`config.mk`:
```
export PLATFORM = sky130hd
export DESIGN_NAME = afe_ctl
export DESIGN_NICKNAME = d
export VERILOG_FILES = /design/src/hw/afe_ctl_pkg.sv /design/src/hw/afe_ctl.sv
export SDC_FILE = /design/constraint.sdc
export NUM_CORES = 1
export LEC_CHECK = 0
export BUFFER_PORTS_ARGS = -buffer_cell sky130_fd_sc_hd__buf_4
export CAP_MARGIN = 20
export CORE_MARGIN = 2
export CORE_UTILIZATION = 45
export CTS_BUF_LIST = sky130_fd_sc_hd__clkbuf_4 sky130_fd_sc_hd__clkbuf_8
export CTS_CLUSTER_DIAMETER = 50
export DETAILED_ROUTE_END_ITERATION = 8
export MAX_ROUTING_LAYER = met4
export SYNTH_ARGS = -nofsm -noshare
export SYNTH_HDL_FRONTEND = slang
export SYNTH_SLANG_ARGS = --single-unit
```
`constraint.sdc`:
```
create_clock -name i_clk -period 8.85 [get_ports i_clk]
set_input_delay 1.77 -clock i_clk [delete_from_list [all_inputs] [get_ports i_clk]]
set_output_delay 1.77 -clock i_clk [all_outputs]
set_load 0.1 [all_outputs]
```
`src/hw/afe_ctl_pkg.sv`:
```
// package for the front-end mode control block
// assumes a 25 MHz system clock and a plain register port
package afe_ctl_pkg;

    // register indices (word addressed, index = address)
    localparam logic [5:0] ADDR_GAIN = 6'h00;
    localparam logic [5:0] ADDR_CONTROL = 6'h08;
    localparam logic [5:0] ADDR_CAL = 6'h02;
    localparam logic [5:0] ADDR_FINE_MAN = 6'h07;
    localparam logic [5:0] ADDR_COARSE_MAN = 6'h06;
    localparam logic [5:0] ADDR_STATUS = 6'h20;
    localparam logic [5:0] ADDR_RESET = 6'h3f;

    // control register fields
    localparam int CTL_DIRECT_AMP = 0;
    localparam int CTL_DIRECT_CONV = 1;
    localparam int CTL_CONV_POL = 2;
    localparam int CTL_OUT_EN = 3;
    localparam int CTL_POWER_DOWN = 4;
    localparam int CTL_DAC1_OFF = 5;
    localparam int CTL_DAC0_OFF = 6;
    localparam int CTL_FRONT_END_OFF = 7;
    localparam int CTL_CONV_OFF = 8;
    localparam logic [9:0] CONTROL_RESET = 10'h008;

    // calibration register fields
    localparam int CAL_HOLD = 0;
    localparam int CAL_MANUAL = 1;
    localparam logic [9:0] CAL_RESET = 10'h000;
    localparam logic [9:0] GAIN_RESET = 10'h000;

    // gain mapping
    localparam logic [9:0] GAIN_SAT_CODE = 10'h300;
    // 36 dB at twelve output units per dB
    localparam logic [9:0] GAIN_MAX_DB = 10'h1b0;

    // accumulator widths and mid-scale values
    localparam logic [8:0] COARSE_RESET = 9'h100;
    localparam logic [9:0] FINE_RESET = 10'h200;

    // converter latency: 6.5 cycles -> 13 half cycles
    localparam int LATENCY_HALF_CYCLES = 13;
    localparam int LATENCY_WHOLE = LATENCY_HALF_CYCLES / 2;

    // register reset self clear: about 10 ns, at least one cycle
    localparam int CLK_PERIOD_NS = 40;
    localparam int SELF_CLEAR_NS = 10;
    localparam int SELF_CLEAR_CYCLES =
        (SELF_CLEAR_NS / CLK_PERIOD_NS) < 1 ? 1 : (SELF_CLEAR_NS / CLK_PERIOD_NS);

    typedef struct packed {
        logic black_phase;
        logic pixel_phase;
        logic reset_reject;
        logic dc_restore;
    } phase_t;

    typedef struct packed {
        logic analog_on;
        logic dac1_on;
        logic dac0_on;
        logic front_end_on;
        logic converter_on;
        logic sampler_to_amp;
        logic aux_to_amp;
        logic coarse_to_amp;
        logic fine_to_amp;
        logic direct_to_conv;
        logic conv_track;
    } analog_ctl_t;

    typedef struct packed {
        logic [11:0] data;
        logic over;
    } sample_t;

endpackage

```
`src/hw/afe_ctl.sv`:
```
// digital mode control of a ccd front end: phases, modes, power, outputs, reset
// assumes sample and converter clocks arrive asynchronously on pins
`timescale 1ns/100ps
module afe_ctl (
    input wire logic i_clk,
    input wire logic i_arst_n,
    input wire logic i_reset_pin,
    input wire logic i_sample_black_clock,
    input wire logic i_sample_pixel_clock,
    input wire logic i_converter_clock,
    input wire logic i_clamp,
    input wire logic i_power_down_pin,
    input wire logic i_output_drive_enable,
    input wire logic [11:0] i_conv_data,
    input wire logic i_conv_over,
    input wire logic i_cal_step_valid,
    input wire logic i_cal_step_up,
    input wire logic [5:0] i_addr,
    input wire logic [9:0] i_wdata,
    input wire logic i_wr,
    input wire logic i_rd,
    output logic [9:0] o_rdata,
    output afe_ctl_pkg::phase_t o_phase,
    output afe_ctl_pkg::analog_ctl_t o_analog,
    output logic [9:0] o_gain_db_x768,
    output logic [8:0] o_coarse_code,
    output logic [9:0] o_fine_code,
    output logic [11:0] o_output_bus,
    output logic [11:0] o_output_bus_oe,
    output logic o_range_exceeded_flag,
    output logic o_range_exceeded_oe
);

    // ------------------------------------------------------------
    // state
    // ------------------------------------------------------------
    typedef struct packed {
        logic [2:0] sample_black_clock_sync;
        logic [2:0] sample_pixel_clock_sync;
        logic [2:0] aclk_sync;
        logic [2:0] clamp_sync;
        logic [2:0] pd_sync;
        logic [2:0] oe_sync;
        logic sample_black_clock;
        logic sample_pixel_clock;
        logic aclk;
        logic clamp;
        logic pd_pin;
        logic oe_pin;
        logic [9:0] gain;
        logic [9:0] control;
        logic [9:0] cal;
        logic [8:0] coarse;
        logic [9:0] fine;
        logic soft_reset;
        logic [9:0] rdata;
        // six whole sampling edges, the half added on release
        logic [afe_ctl_pkg::LATENCY_WHOLE:0][12:0] pipe;
        logic [12:0] out;
    } state_t;

    state_t state_r;
    state_t state_nxt;
    logic [2:0] rst_sync_r;
    logic chip_rst_n;
    logic soft_pulse_r;

    // ------------------------------------------------------------
    // helpers
    // ------------------------------------------------------------
    function automatic logic agree(input logic [2:0] s, input logic prev);
        agree = (s[2] == s[1]) ? s[2] : prev;
    endfunction

    // gain in twelfths of a dB: code*36/64 below saturation
    function automatic logic [9:0] gain_scaled(input logic [9:0] code);
        logic [15:0] prod;
        prod = 16'h0000;
        if (code >= afe_ctl_pkg::GAIN_SAT_CODE) begin
            gain_scaled = afe_ctl_pkg::GAIN_MAX_DB;
        end else begin
            prod = 16'(code) * 16'h0024;
            gain_scaled = prod[15:6];
        end
    endfunction

    // ------------------------------------------------------------
    // chip reset: power-on, pin and register pulse merged
    // ------------------------------------------------------------
    always_ff @(posedge i_clk or negedge i_arst_n) begin
        if (!i_arst_n) begin
            rst_sync_r <= 3'h0;
        end else if (i_reset_pin || soft_pulse_r) begin
            rst_sync_r <= 3'h0;
        end else begin
            rst_sync_r <= {rst_sync_r[1:0], 1'b1};
        end
    end

    assign chip_rst_n = rst_sync_r[2];

    always_ff @(posedge i_clk or negedge i_arst_n) begin
        if (!i_arst_n) begin
            soft_pulse_r <= 1'b0;
        end else begin
            soft_pulse_r <= state_r.soft_reset;
        end
    end

    // ------------------------------------------------------------
    // next state
    // ------------------------------------------------------------
    logic power_down;
    logic cal_hold;
    logic drive_on;

    always_comb begin
        state_nxt = state_r;
        state_nxt.sample_black_clock_sync = {state_r.sample_black_clock_sync[1:0], i_sample_black_clock};
        state_nxt.sample_pixel_clock_sync = {state_r.sample_pixel_clock_sync[1:0], i_sample_pixel_clock};
        state_nxt.aclk_sync = {state_r.aclk_sync[1:0], i_converter_clock};
        state_nxt.clamp_sync = {state_r.clamp_sync[1:0], i_clamp};
        state_nxt.pd_sync = {state_r.pd_sync[1:0], i_power_down_pin};
        state_nxt.oe_sync = {state_r.oe_sync[1:0], i_output_drive_enable};
        state_nxt.sample_black_clock = agree(state_r.sample_black_clock_sync, state_r.sample_black_clock);
        state_nxt.sample_pixel_clock = agree(state_r.sample_pixel_clock_sync, state_r.sample_pixel_clock);
        state_nxt.aclk = agree(state_r.aclk_sync, state_r.aclk);
        state_nxt.clamp = agree(state_r.clamp_sync, state_r.clamp);
        state_nxt.pd_pin = agree(state_r.pd_sync, state_r.pd_pin);
        state_nxt.oe_pin = agree(state_r.oe_sync, state_r.oe_pin);

        // register writes stay live during power down
        state_nxt.soft_reset = 1'b0;
        if (i_wr) begin
            unique case (i_addr)
                afe_ctl_pkg::ADDR_GAIN: state_nxt.gain = i_wdata;
                afe_ctl_pkg::ADDR_CONTROL: state_nxt.control = i_wdata;
                afe_ctl_pkg::ADDR_CAL: state_nxt.cal = i_wdata;
                afe_ctl_pkg::ADDR_COARSE_MAN: begin
                    if (state_r.cal[afe_ctl_pkg::CAL_MANUAL]) begin
                        state_nxt.coarse = i_wdata[8:0];
                    end
                end
                afe_ctl_pkg::ADDR_FINE_MAN: begin
                    if (state_r.cal[afe_ctl_pkg::CAL_MANUAL]) begin
                        state_nxt.fine = i_wdata;
                    end
                end
                afe_ctl_pkg::ADDR_RESET: state_nxt.soft_reset = i_wdata[0];
                default: ;
            endcase
        end

        // accumulator stepping; overflow re-centres fine and moves coarse
        if (i_cal_step_valid && !cal_hold && !state_r.cal[afe_ctl_pkg::CAL_MANUAL]) begin
            if (i_cal_step_up) begin
                if (state_r.fine == 10'h3ff) begin
                    state_nxt.fine = afe_ctl_pkg::FINE_RESET;
                    state_nxt.coarse = state_r.coarse + 9'h001;
                end else begin
                    state_nxt.fine = state_r.fine + 10'h001;
                end
            end else begin
                if (state_r.fine == 10'h000) begin
                    state_nxt.fine = afe_ctl_pkg::FINE_RESET;
                    state_nxt.coarse = state_r.coarse - 9'h001;
                end else begin
                    state_nxt.fine = state_r.fine - 10'h001;
                end
            end
        end

        state_nxt.rdata = 10'h000;
        if (i_rd) begin
            unique case (i_addr)
                afe_ctl_pkg::ADDR_GAIN: state_nxt.rdata = state_r.gain;
                afe_ctl_pkg::ADDR_CONTROL: state_nxt.rdata = state_r.control;
                afe_ctl_pkg::ADDR_CAL: state_nxt.rdata = state_r.cal;
                afe_ctl_pkg::ADDR_COARSE_MAN: state_nxt.rdata = {1'b0, state_r.coarse};
                afe_ctl_pkg::ADDR_FINE_MAN: state_nxt.rdata = state_r.fine;
                afe_ctl_pkg::ADDR_STATUS:
                    state_nxt.rdata = {5'h00, drive_on, state_r.aclk, cal_hold,
                                       state_r.pd_pin, power_down};
                default: state_nxt.rdata = 10'h000;
            endcase
        end

        // converter data pipeline advances on the sampling edge
        if (state_nxt.aclk != state_r.aclk &&
            state_nxt.aclk == state_r.control[afe_ctl_pkg::CTL_CONV_POL]) begin
            state_nxt.pipe = {state_r.pipe[afe_ctl_pkg::LATENCY_WHOLE-1:0],
                              {i_conv_data, i_conv_over}};
        end
        // the extra half cycle: release on the opposite edge
        if (state_nxt.aclk != state_r.aclk &&
            state_nxt.aclk != state_r.control[afe_ctl_pkg::CTL_CONV_POL]) begin
            state_nxt.out = state_r.pipe[afe_ctl_pkg::LATENCY_WHOLE];
        end
    end

    // ------------------------------------------------------------
    // mode decode
    // ------------------------------------------------------------
    assign power_down = state_r.pd_pin || state_r.control[afe_ctl_pkg::CTL_POWER_DOWN];
    assign cal_hold = state_r.cal[afe_ctl_pkg::CAL_HOLD] || power_down;
    // drivers and the status read only; nothing else looks at this
    assign drive_on = state_r.control[afe_ctl_pkg::CTL_OUT_EN] && state_r.oe_pin
                      && !power_down;

    always_comb begin
        o_phase.black_phase = state_r.sample_black_clock;
        o_phase.pixel_phase = state_r.sample_pixel_clock;
        o_phase.reset_reject = !state_r.sample_black_clock && !state_r.sample_pixel_clock;
        o_phase.dc_restore = state_r.clamp && state_r.sample_pixel_clock;
    end

    logic direct_amp;
    logic direct_conv;
    assign direct_amp = state_r.control[afe_ctl_pkg::CTL_DIRECT_AMP];
    assign direct_conv = state_r.control[afe_ctl_pkg::CTL_DIRECT_CONV];

    always_comb begin
        o_analog.analog_on = !power_down;
        o_analog.dac1_on = !power_down && !state_r.control[afe_ctl_pkg::CTL_DAC1_OFF];
        o_analog.dac0_on = !power_down && !state_r.control[afe_ctl_pkg::CTL_DAC0_OFF];
        o_analog.front_end_on = !power_down && !direct_conv
                                && !state_r.control[afe_ctl_pkg::CTL_FRONT_END_OFF];
        o_analog.converter_on = !power_down
                                && !state_r.control[afe_ctl_pkg::CTL_CONV_OFF];
        o_analog.sampler_to_amp = !direct_amp && !direct_conv;
        o_analog.aux_to_amp = direct_amp && !direct_conv;
        o_analog.coarse_to_amp = !direct_amp;
        o_analog.fine_to_amp = 1'b1;
        o_analog.direct_to_conv = direct_conv;
        o_analog.conv_track = state_r.aclk ^ state_r.control[afe_ctl_pkg::CTL_CONV_POL];
    end

    // ------------------------------------------------------------
    // outputs
    // ------------------------------------------------------------
    assign o_rdata = state_r.rdata;
    assign o_gain_db_x768 = gain_scaled(state_r.gain);
    assign o_coarse_code = state_r.coarse;
    assign o_fine_code = state_r.fine;
    assign o_output_bus = state_r.out[12:1];
    assign o_range_exceeded_flag = state_r.out[0];
    assign o_output_bus_oe = {12{drive_on}};
    assign o_range_exceeded_oe = drive_on;

    // ------------------------------------------------------------
    // register
    // ------------------------------------------------------------
    always_ff @(posedge i_clk or negedge chip_rst_n) begin
        if (!chip_rst_n) begin
            state_r <= '0;
            state_r.gain <= afe_ctl_pkg::GAIN_RESET;
            state_r.control <= afe_ctl_pkg::CONTROL_RESET;
            state_r.cal <= afe_ctl_pkg::CAL_RESET;
            state_r.coarse <= afe_ctl_pkg::COARSE_RESET;
            state_r.fine <= afe_ctl_pkg::FINE_RESET;
        end else begin
            state_r <= state_nxt;
        end
    end

endmodule // afe_ctl

```
==> metrics.md, run 1 <==
| Metric | Value |
|---|---|
| Outcome | `finished clean` |
| Antenna diode count | `0` |
| Main synth FF type | `dfrtp_1` |
| Number of distinct library cells after synthesis | `62` |
| RSZ-0062 raised after global routing | `no` |
| Clock tree from TritonCTS | `built` |
| Highest Clock Rate | `just over 200 MHz` |
| Share of power burned in combinational logic | `0.371` |
| Multi-input gate area | `roughly 3800 um2` |
| Number of setup buffers added after CTS | `0` |
| Worst-skew pair later-pin latency | `roughly 470 ps` |
| Count of cells resized by post-cts repair | `0` |
| Min Clock Period, post-route | `4850 ps` |
| Die outline width | `about 150 um` |
| Endpoint type of the worst setup path | `primary output` |
| CP startpoint kind | `flip-flop` |
| Post-detailed-route wirelength per cell | `around 18 um` |
| Worst setup skew after layout | `around 16 ps` |
| Largest net degree at the start of global routing | `92` |
| Net count after synthesis | `about 830` |
| Worst setup slack after placement | `between 4000 and 5000 ps` |
| Total negative slack | `0 ps` |
| Number of sinks driven by the clock tree | `between 150 and 200` |
| Count of placed standard cells in the final layout, fillers left out | `1,097` |
| Number of global-route vias before repair | `5,966` |
| Max-slew violations | `0` |
| Deepest level of the CTS H-tree | `4` |
| Fraction of the cycle the final worst path needs | `0.548` |
| Cts-stage hold buffer count | `0` |
| TritonRoute pass-1 iters | `4` |
| Hold Violations, Final | `0` |
| Static leakage | `just under 5 nW` |
| Post-CTS clock slew at the launch and capture registers of the worst setup and hold paths | `between 100 and 150 ps` |
| Portion of the post-synthesis area used by sequential elements | `0.522` |
| Floorplan row count | `52` |
| Drt total wl | `19,300 um` |
| Fraction of synthesized cell area taken by the top area cell type | `0.513` |
| Routed vias/inst | `5.52` |
| Max cap viols | `0` |
| Effective utilization at floorplan | `0.457` |
| Dpl hpwl | `between 10,000 and 15,000 um` |
| Synth warn | `0` |
| Global-route wire length before repair | `roughly 32,000 um` |
| Sequential cell area | `roughly 4800 um2` |
| Post-layout worst setup margin | `between 3000 and 4000 ps` |
| Cell at the slowest stage of the critical path | `dfrtp_1` |
| Number of synthesized register bits | `~190` |
| Internal power consumption | `1.73 mW` |
| Seq pwr share | `0.443` |
| Number of buffers added by the clock tree synthesis step | `17` |
| Worst VDD drop | `0.135 mV` |
| Async SR Flop Fraction | `1.00` |
| Io pins | `122` |
| Number of antenna violations at the first check in global routing | `0` |
| Number of enable-type register cells in the synthesized netlist | `0` |
| Fraction of layout cells with a size suffix above 1 | `0.381` |
| Ordered cell list for the critical path | `ha_1 > ha_1 > inv_1 > fa_1 > nor2b_1 > o21ai_0 > a21boi_0 > o21ai_0 > a21oi_1 > buf_4` |
| Routability congestion estimate | `between 0.8 and 0.9` |
| Master cell of the clock root buffer | `clkbuf_8` |
| Arrival time reported for the critical path endpoint | `a little over 3000 ps` |
| Family of cells with the greatest summed delay on the critical path | `adder cells` |
| Net switching fraction of the power | `0.433` |
| Slew Limit Headroom | `0.364` |
| Layout Area Growth over Synthesis | `12.2%` |
| Class of the worst hold path | `flip-flop to flip-flop` |
| Post-detailed-route count of antenna-violating nets | `0` |
| Worst-margin pin slew | `between 900 and 1000 ps` |
| Biggest cell delay along the critical path | `about 440 ps` |
| Worst setup path class | `flip-flop to primary output` |
| Cell area after technology mapping | `about 9200 um2` |
| Mean post-synth cell area | `between 10 and 15 um2` |
| Net count reported at finish | `~880` |
| Placeable Area | `20,200 um2` |
| Die Span Y | `around 150 um` |
| Cell type with the largest total area after synthesis | `dfrtp_1` |
| Switching component of the power | `~1.3 mW` |
| Portion of total power attributed to the clock network | `0.185` |
| Crit path buf inv count | `2` |
| Max Buffers Root-to-Sink | `2` |
| Initial detailed-routing violation count | `349` |
| Count of vias placed by the detailed router | `6,054` |
| Number of setup violations in the final report | `0` |
| Total of buffers placed on input and output ports | `119` |
| Global Route Usage Sum | `0.190` |
| Filler cell count in the final layout | `about 1,800` |
| Biggest area contributors in the synthesized netlist | `dfrtp_1 51%, mux2_2 17%, buf_4 4.8%` |
| Full die area | `~22,000 um2` |
| Max FO, Critical Path | `4` |
| DRC violations left | `0` |
| Required @ worst endpoint | `a little over 7000 ps` |
| PD cells | `a little under 300 nW/um2` |
| Cell Count Post-Placement | `about 1,100` |
| Post-synthesis cell count | `~770` |
| Gr ovfl total | `0` |
[final cells by class]
class                      instances  area share
clock inverter                    15      0.0158
timing repair buffer             128      0.0948
sequential                       192       0.465
tap                              270      0.0327
inverter                          17     0.00617
clock buffer                      17      0.0226
multi-input combinational        458       0.363
[through the flow]
step                      power [mW]  instance area, um2   util  hold slack (ps)
after floorplan                 2.32                9220      -              331
after global placement          2.48                9920  0.492              333
after detailed placement        2.51                9920  0.492              338
after CTS                       3.08               10300  0.511              361
after global routing            3.22               10300  0.513              367
final                           3.05               10300  0.513              356
[registers in the layout, summed over array words and instances, names as in the netlist]
register and flops:
o_phase 2, o_rdata 10, o_coarse_code 9, o_analog 1
direct_amp 1, rst_sync_r 3, o_range_exceeded_flag 1, state_r 130
o_output_bus 12, soft_pulse_r 1, state_nxt 12, o_fine_code 10
[synthesized netlist by cell type, types with 3 or more instances]
cell type / count
a211oi_1: 4
a21boi_0: 6
a21oi_1: 19
a221o_1: 4
a221oi_1: 12
a22oi_1: 11
a31oi_1: 10
and2_1: 7
and3_1: 9
and4_1: 4
buf_2: 20
buf_4: 59
clkbuf_1: 17
dfrtp_1: 189
dfstp_2: 3
ha_1: 18
inv_1: 17
maj3_1: 5
mux2_2: 138
mux2i_1: 19
nand2_1: 23
nand2b_1: 3
nand3_1: 17
nand4_1: 5
nor2_1: 41
nor2b_1: 4
nor3_1: 20
nor3b_1: 3
o21a_1: 3
o21ai_0: 15
o221ai_1: 4
o22ai_1: 8
o2bb2ai_1: 4
or3_1: 4
xor2_1: 4
[power groups by stage]
stage	Combinational (mW)	Clock (mW)	Sequential (mW)
6_report	1.13	0.566	1.35
5_1_grt	1.20	0.625	1.40
4_1_cts	1.14	0.585	1.36
3_5_place_dp	1.14	0	1.37
3_3_place_gp	1.12	0	1.36
2_1_floorplan	1.04	0	1.28
[kinds of logic after synthesis]
| group | Yosys count | synth area share |
|---|---|---|
| xor+xnor | 6 | 0.00570 |
| fa+ha+maj | 24 | 0.0320 |
| buf+inv | 115 | 0.0737 |
| simple gates | 154 | 0.0881 |
| other cells | 2 | 0.000815 |
| mux | 157 | 0.189 |
| flops | 192 | 0.522 |
| compound gates | 115 | 0.0889 |
[worst reg2reg max path, delay by kind of cell (launching register included)]
family / cells / cell delay, ps
compound gates: 2 / 780
fa+ha+maj: 1 / 170
buf+inv: 1 / 180
flops: 1 / 510
simple gates: 3 / 930
[layout by cell type (no fill, tap or decap), drive strengths merged, types with 6 or more instances in the layout]
cell,synthesis,layout
buf,80,128
a31oi,10,10
nand2,23,23
mux2,138,138
dfrtp,189,189
a221oi,12,12
and3,9,9
mux2i,19,19
a21boi,6,6
nor2,41,41
o22ai,8,8
nand3,17,17
clkbuf,18,17
and2,7,7
ha,18,18
a21oi,21,21
nor3,22,22
inv,17,24
o21ai,15,15
a22oi,11,11
[routing by layer]
layer,share of wire,vias to the layer above,routed length [um],GRT usage
met3,0.050,28,967,0.0348
met5,0,-,0,-
li1,-,2812,-,-
met4,0.019,0,361,0.0702
met1,0.43,3031,8380,0.246
met2,0.50,183,9600,0.300
[final timing paths]
kind | startpoint | endpoint | slack, ps | cells after the start
worst max-delay path | state_r[158] | o_gain_db_x768[8] | 4000 | 10
worst min-delay path | state_r[114] | soft_pulse_r | 360 | 0
worst max register to register | o_fine_code[0] | o_coarse_code[0] | 6180 | 7
worst min register to register | state_r[114] | soft_pulse_r | 360 | 0
max in group asynchronous | rst_sync_r[2] | o_fine_code[1] | 6350 | 2
min in group asynchronous | rst_sync_r[2] | state_nxt[183] | 400 | 0
(Power assumes the default switching activity.)
==> inputs of run 2 (changes only) <==
--- a/config.mk
+++ b/config.mk
@@ -5,6 +5,7 @@
 export SDC_FILE = /design/constraint.sdc
 export NUM_CORES = 1
 export LEC_CHECK = 0
+export ABC_AREA = 1
 export BUFFER_PORTS_ARGS = -buffer_cell sky130_fd_sc_hd__buf_4
 export CAP_MARGIN = 20
 export CORE_MARGIN = 2
@@ -13,6 +14,7 @@
 export CTS_CLUSTER_DIAMETER = 50
 export DETAILED_ROUTE_END_ITERATION = 8
 export MAX_ROUTING_LAYER = met4
+export PLACE_DENSITY = 0.67
 export SYNTH_ARGS = -nofsm -noshare
 export SYNTH_HDL_FRONTEND = slang
 export SYNTH_SLANG_ARGS = --single-unit
==> constraint.sdc (replaced) <==
create_clock -name i_clk -period 4.18 [get_ports i_clk]
set_input_delay 0.836 -clock i_clk [delete_from_list [all_inputs] [get_ports i_clk]]
set_output_delay 0.836 -clock i_clk [all_outputs]
set_load 0.1 [all_outputs]
==> metrics.md, run 2 <==
| Metric | Value |
|---|---|
| Io pins | `122 (unchanged)` |
| Global Route Usage Sum | `0.189 (-0.000584)` |
| Global-route wire length before repair | `32,400 um (+2.6%)` |
| Total negative slack | `0 ps (unchanged)` |
| Worst-skew pair later-pin latency | `470 ps (about the same)` |
| Hold Violations, Final | `0 (unchanged)` |
| Max-slew violations | `0 (unchanged)` |
| Post-CTS clock slew at the launch and capture registers of the worst setup and hold paths | `110 ps (about the same)` |
| Number of enable-type register cells in the synthesized netlist | `0 (unchanged)` |
| Cell Count Post-Placement | `1,382 (+30%)` |
| Slew Limit Headroom | `0.357 (-0.00618)` |
| Number of setup buffers added after CTS | `0 (unchanged)` |
| Master cell of the clock root buffer | `clkbuf_8` |
| Arrival time reported for the critical path endpoint | `2900 ps (-180 ps)` |
| Worst-margin pin slew | `964 ps (+13.7 ps)` |
| Fraction of the cycle the final worst path needs | `0.893` |
| Fraction of layout cells with a size suffix above 1 | `0.179 (-0.202)` |
| Worst setup path class | `flip-flop to primary output` |
| Layout Area Growth over Synthesis | `11.3%` |
| Drt total wl | `20,000 um (+3.6%)` |
| Die Span Y | `149 um (+1.2%)` |
| Fraction of synthesized cell area taken by the top area cell type | `0.500 (-0.0126)` |
| Worst setup skew after layout | `23.9 ps (+7.86 ps)` |
| Max FO, Critical Path | `4 (unchanged)` |
| Post-detailed-route count of antenna-violating nets | `0 (unchanged)` |
| Biggest register | `state_r` |
| Number of buffers added by the clock tree synthesis step | `17 (unchanged)` |
| Gr ovfl total | `0 (unchanged)` |
| Post-detailed-route wirelength per cell | `14.1 um (-20%)` |
| Max Buffers Root-to-Sink | `2 (unchanged)` |
| CP startpoint kind | `flip-flop` |
| Floorplan row count | `53 (+1.9%)` |
| Commonest cells post-synth | `223 x nand2_1, 189 x dfrtp_1, 116 x inv_1, 99 x nor2_1, 93 x o21ai_0` |
| Required @ worst endpoint | `3340 ps (-3740 ps)` |
| Antenna diode count | `0 (unchanged)` |
| Static leakage | `5.44 nW (+12%)` |
| Number of setup violations in the final report | `0 (unchanged)` |
| Dpl hpwl | `14,400 um (+6.3%)` |
| Min Clock Period, post-route | `around 3700 ps` |
| Placeable Area | `20,800 um2 (+3.2%)` |
| Clock tree from TritonCTS | `built` |
| Initial detailed-routing violation count | `568 (+63%)` |
| Post-synthesis cell count | `1,080 (+41%)` |
| Effective utilization at floorplan | `0.454 (-0.00316)` |
| Most used standard cell by instance count after synthesis | `nand2_1` |
| Net count reported at finish | `1,187 (+36%)` |
| Total of buffers placed on input and output ports | `119 (unchanged)` |
| Final non-filler cell area | `10,500 um2 (+1.7%)` |
| Portion of the post-synthesis area used by sequential elements | `0.509 (-0.0128)` |
| Cell area after technology mapping | `9450 um2 (+2.5%)` |
| Highest Clock Rate | `268 MHz` |
| TritonRoute pass-1 iters | `5 (+1)` |
| Mean post-synth cell area | `8.75 um2 (-27%)` |
| Class of the worst hold path | `primary input to asynchronous set/reset pin` |
| Deepest level of the CTS H-tree | `4 (unchanged)` |
| Outcome | `finished clean` |
| Max cap viols | `0 (unchanged)` |
| Async SR Flop Fraction | `1.00 (unchanged)` |
| Number of global-route vias before repair | `6,395 (+7.2%)` |
| Net count after synthesis | `1,141 (+38%)` |
| Count of cells resized by post-cts repair | `0 (unchanged)` |
| Number of flip-flops under the largest register name | `130 (unchanged)` |
| Worst VDD drop | `0.257 mV (+91%)` |
| Routability congestion estimate | `0.911 (+6.8%)` |
| Count of vias placed by the detailed router | `6,907 (+14%)` |
| DRC violations left | `0 (unchanged)` |
| Highest-count cells in the layout ignoring fill and taps | `223 x nand2_1, 188 x dfrtp_1, 122 x buf_4, 116 x inv_1, 98 x nor2_1` |
| Cts-stage hold buffer count | `0 (unchanged)` |
| Worst hold margin | `149 ps (-207 ps)` |
| Number of antenna violations at the first check in global routing | `0 (unchanged)` |
| Largest net degree at the start of global routing | `83 (-9.8%)` |
| Post-DP Area | `10,100 um2 (+1.6%)` |
| RSZ-0062 raised after global routing | `no` |
| Synth warn | `0 (unchanged)` |
| Cell type with the largest total area after synthesis | `dfrtp_1` |
| Main synth FF type | `dfrtp_1` |
| Die outline width | `149 um (+1.2%)` |
| PD cells | `629 nW/um2 (+110%)` |
| Number of distinct library cells after synthesis | `51 (-18%)` |
| Number of sinks driven by the clock tree | `192 (unchanged)` |
| Number of synthesized register bits | `192 (unchanged)` |
| Worst setup slack for register-to-register paths | `1820 ps (-4360 ps)` |
| Routed vias/inst | `4.88 (-11%)` |
| Biggest area contributors in the synthesized netlist | `dfrtp_1 50%, nand2_1 8.9%, o21ai_0 4.9%` |
| Count of placed standard cells in the final layout, fillers left out | `1,414 (+29%)` |
| Endpoint type of the worst setup path | `primary output` |
| Full die area | `22,200 um2 (+2.5%)` |
| Most common library cell in the layout ignoring fill and taps | `nand2_1` |
run 2: cell type report:
class / count / area [um2]
clock buffers: 17 / 234
repair buffers: 123 / 936
inverters: 123 / 463
clock inverters: 15 / 201
fillers: 2009 / 10300
flip-flops and latches: 192 / 4810
multi-input cells: 669 / 3520
well taps: 275 / 344
run 2: per-stage QoR:
stage                     setup slack (ps)   util  power [mW]
after floorplan                        253      -        5.02
after global placement                1000  0.484        5.34
after detailed placement               961  0.484        5.41
after CTS                              426  0.505        6.68
after global routing                   239  0.505        7.04
final                                  445  0.505        6.62
run 2: final timing paths:
| check | startpoint | endpoint | cells past startpoint |
|---|---|---|---|
| max | state_r[158] | o_gain_db_x768[6] | 11 |
| min | i_arst_n | rst_sync_r[2] | 1 |
| max reg2reg | state_nxt[181] | state_r[89] | 7 |
| min reg2reg | state_nxt[171] | state_nxt[172] | 0 |
| max in group asynchronous | rst_sync_r[2] | state_r[72] | 1 |
| min in group i_clk | state_nxt[171] | state_nxt[172] | 0 |
run 2: kinds of logic (layout without fill, tap and decap cells):
group                      after synthesis  count (layout)  synth area share
DFF                                    192             192             0.509
and+or+nand+nor                        407             407             0.190
AOI/OAI and AO/OA                      212             212             0.122
muxes                                   12              12            0.0167
xor gates and xnor gates                12              12            0.0111
other                                    2               2          0.000795
buffers and inverters                  219             278             0.120
adders and majority gates               24              24            0.0312
run 2: where the power goes:
part | internal (mW) | total (mW) | leakage [nW] | switching [mW]
Combinational | 0.668 | 2.57 | 2.77 | 1.90
Sequential | 2.44 | 2.79 | 2.45 | 0.353
Clock | 0.478 | 1.26 | 0.214 | 0.784
Total | 3.58 | 6.62 | 5.44 | 3.03
run 2: per-layer routing:
metal  global-route usage  vias to the layer above  share of wire
li1                     -                     3499              -
met1                0.276                     3185           0.49
met2                0.271                      203           0.43
met3               0.0385                       20          0.063
met4               0.0467                        0          0.012
met5                    -                        -              0
run 2: critical path, cell delays in order (launching register included):
cell	delay, ps
dfrtp_1	440
ha_1	290
ha_1	160
inv_1	60
fa_1	390
nand3b_1	180
a21boi_0	250
o21ai_0	130
nand2_1	90
nor2_1	40
nor2_1	100
buf_4	290
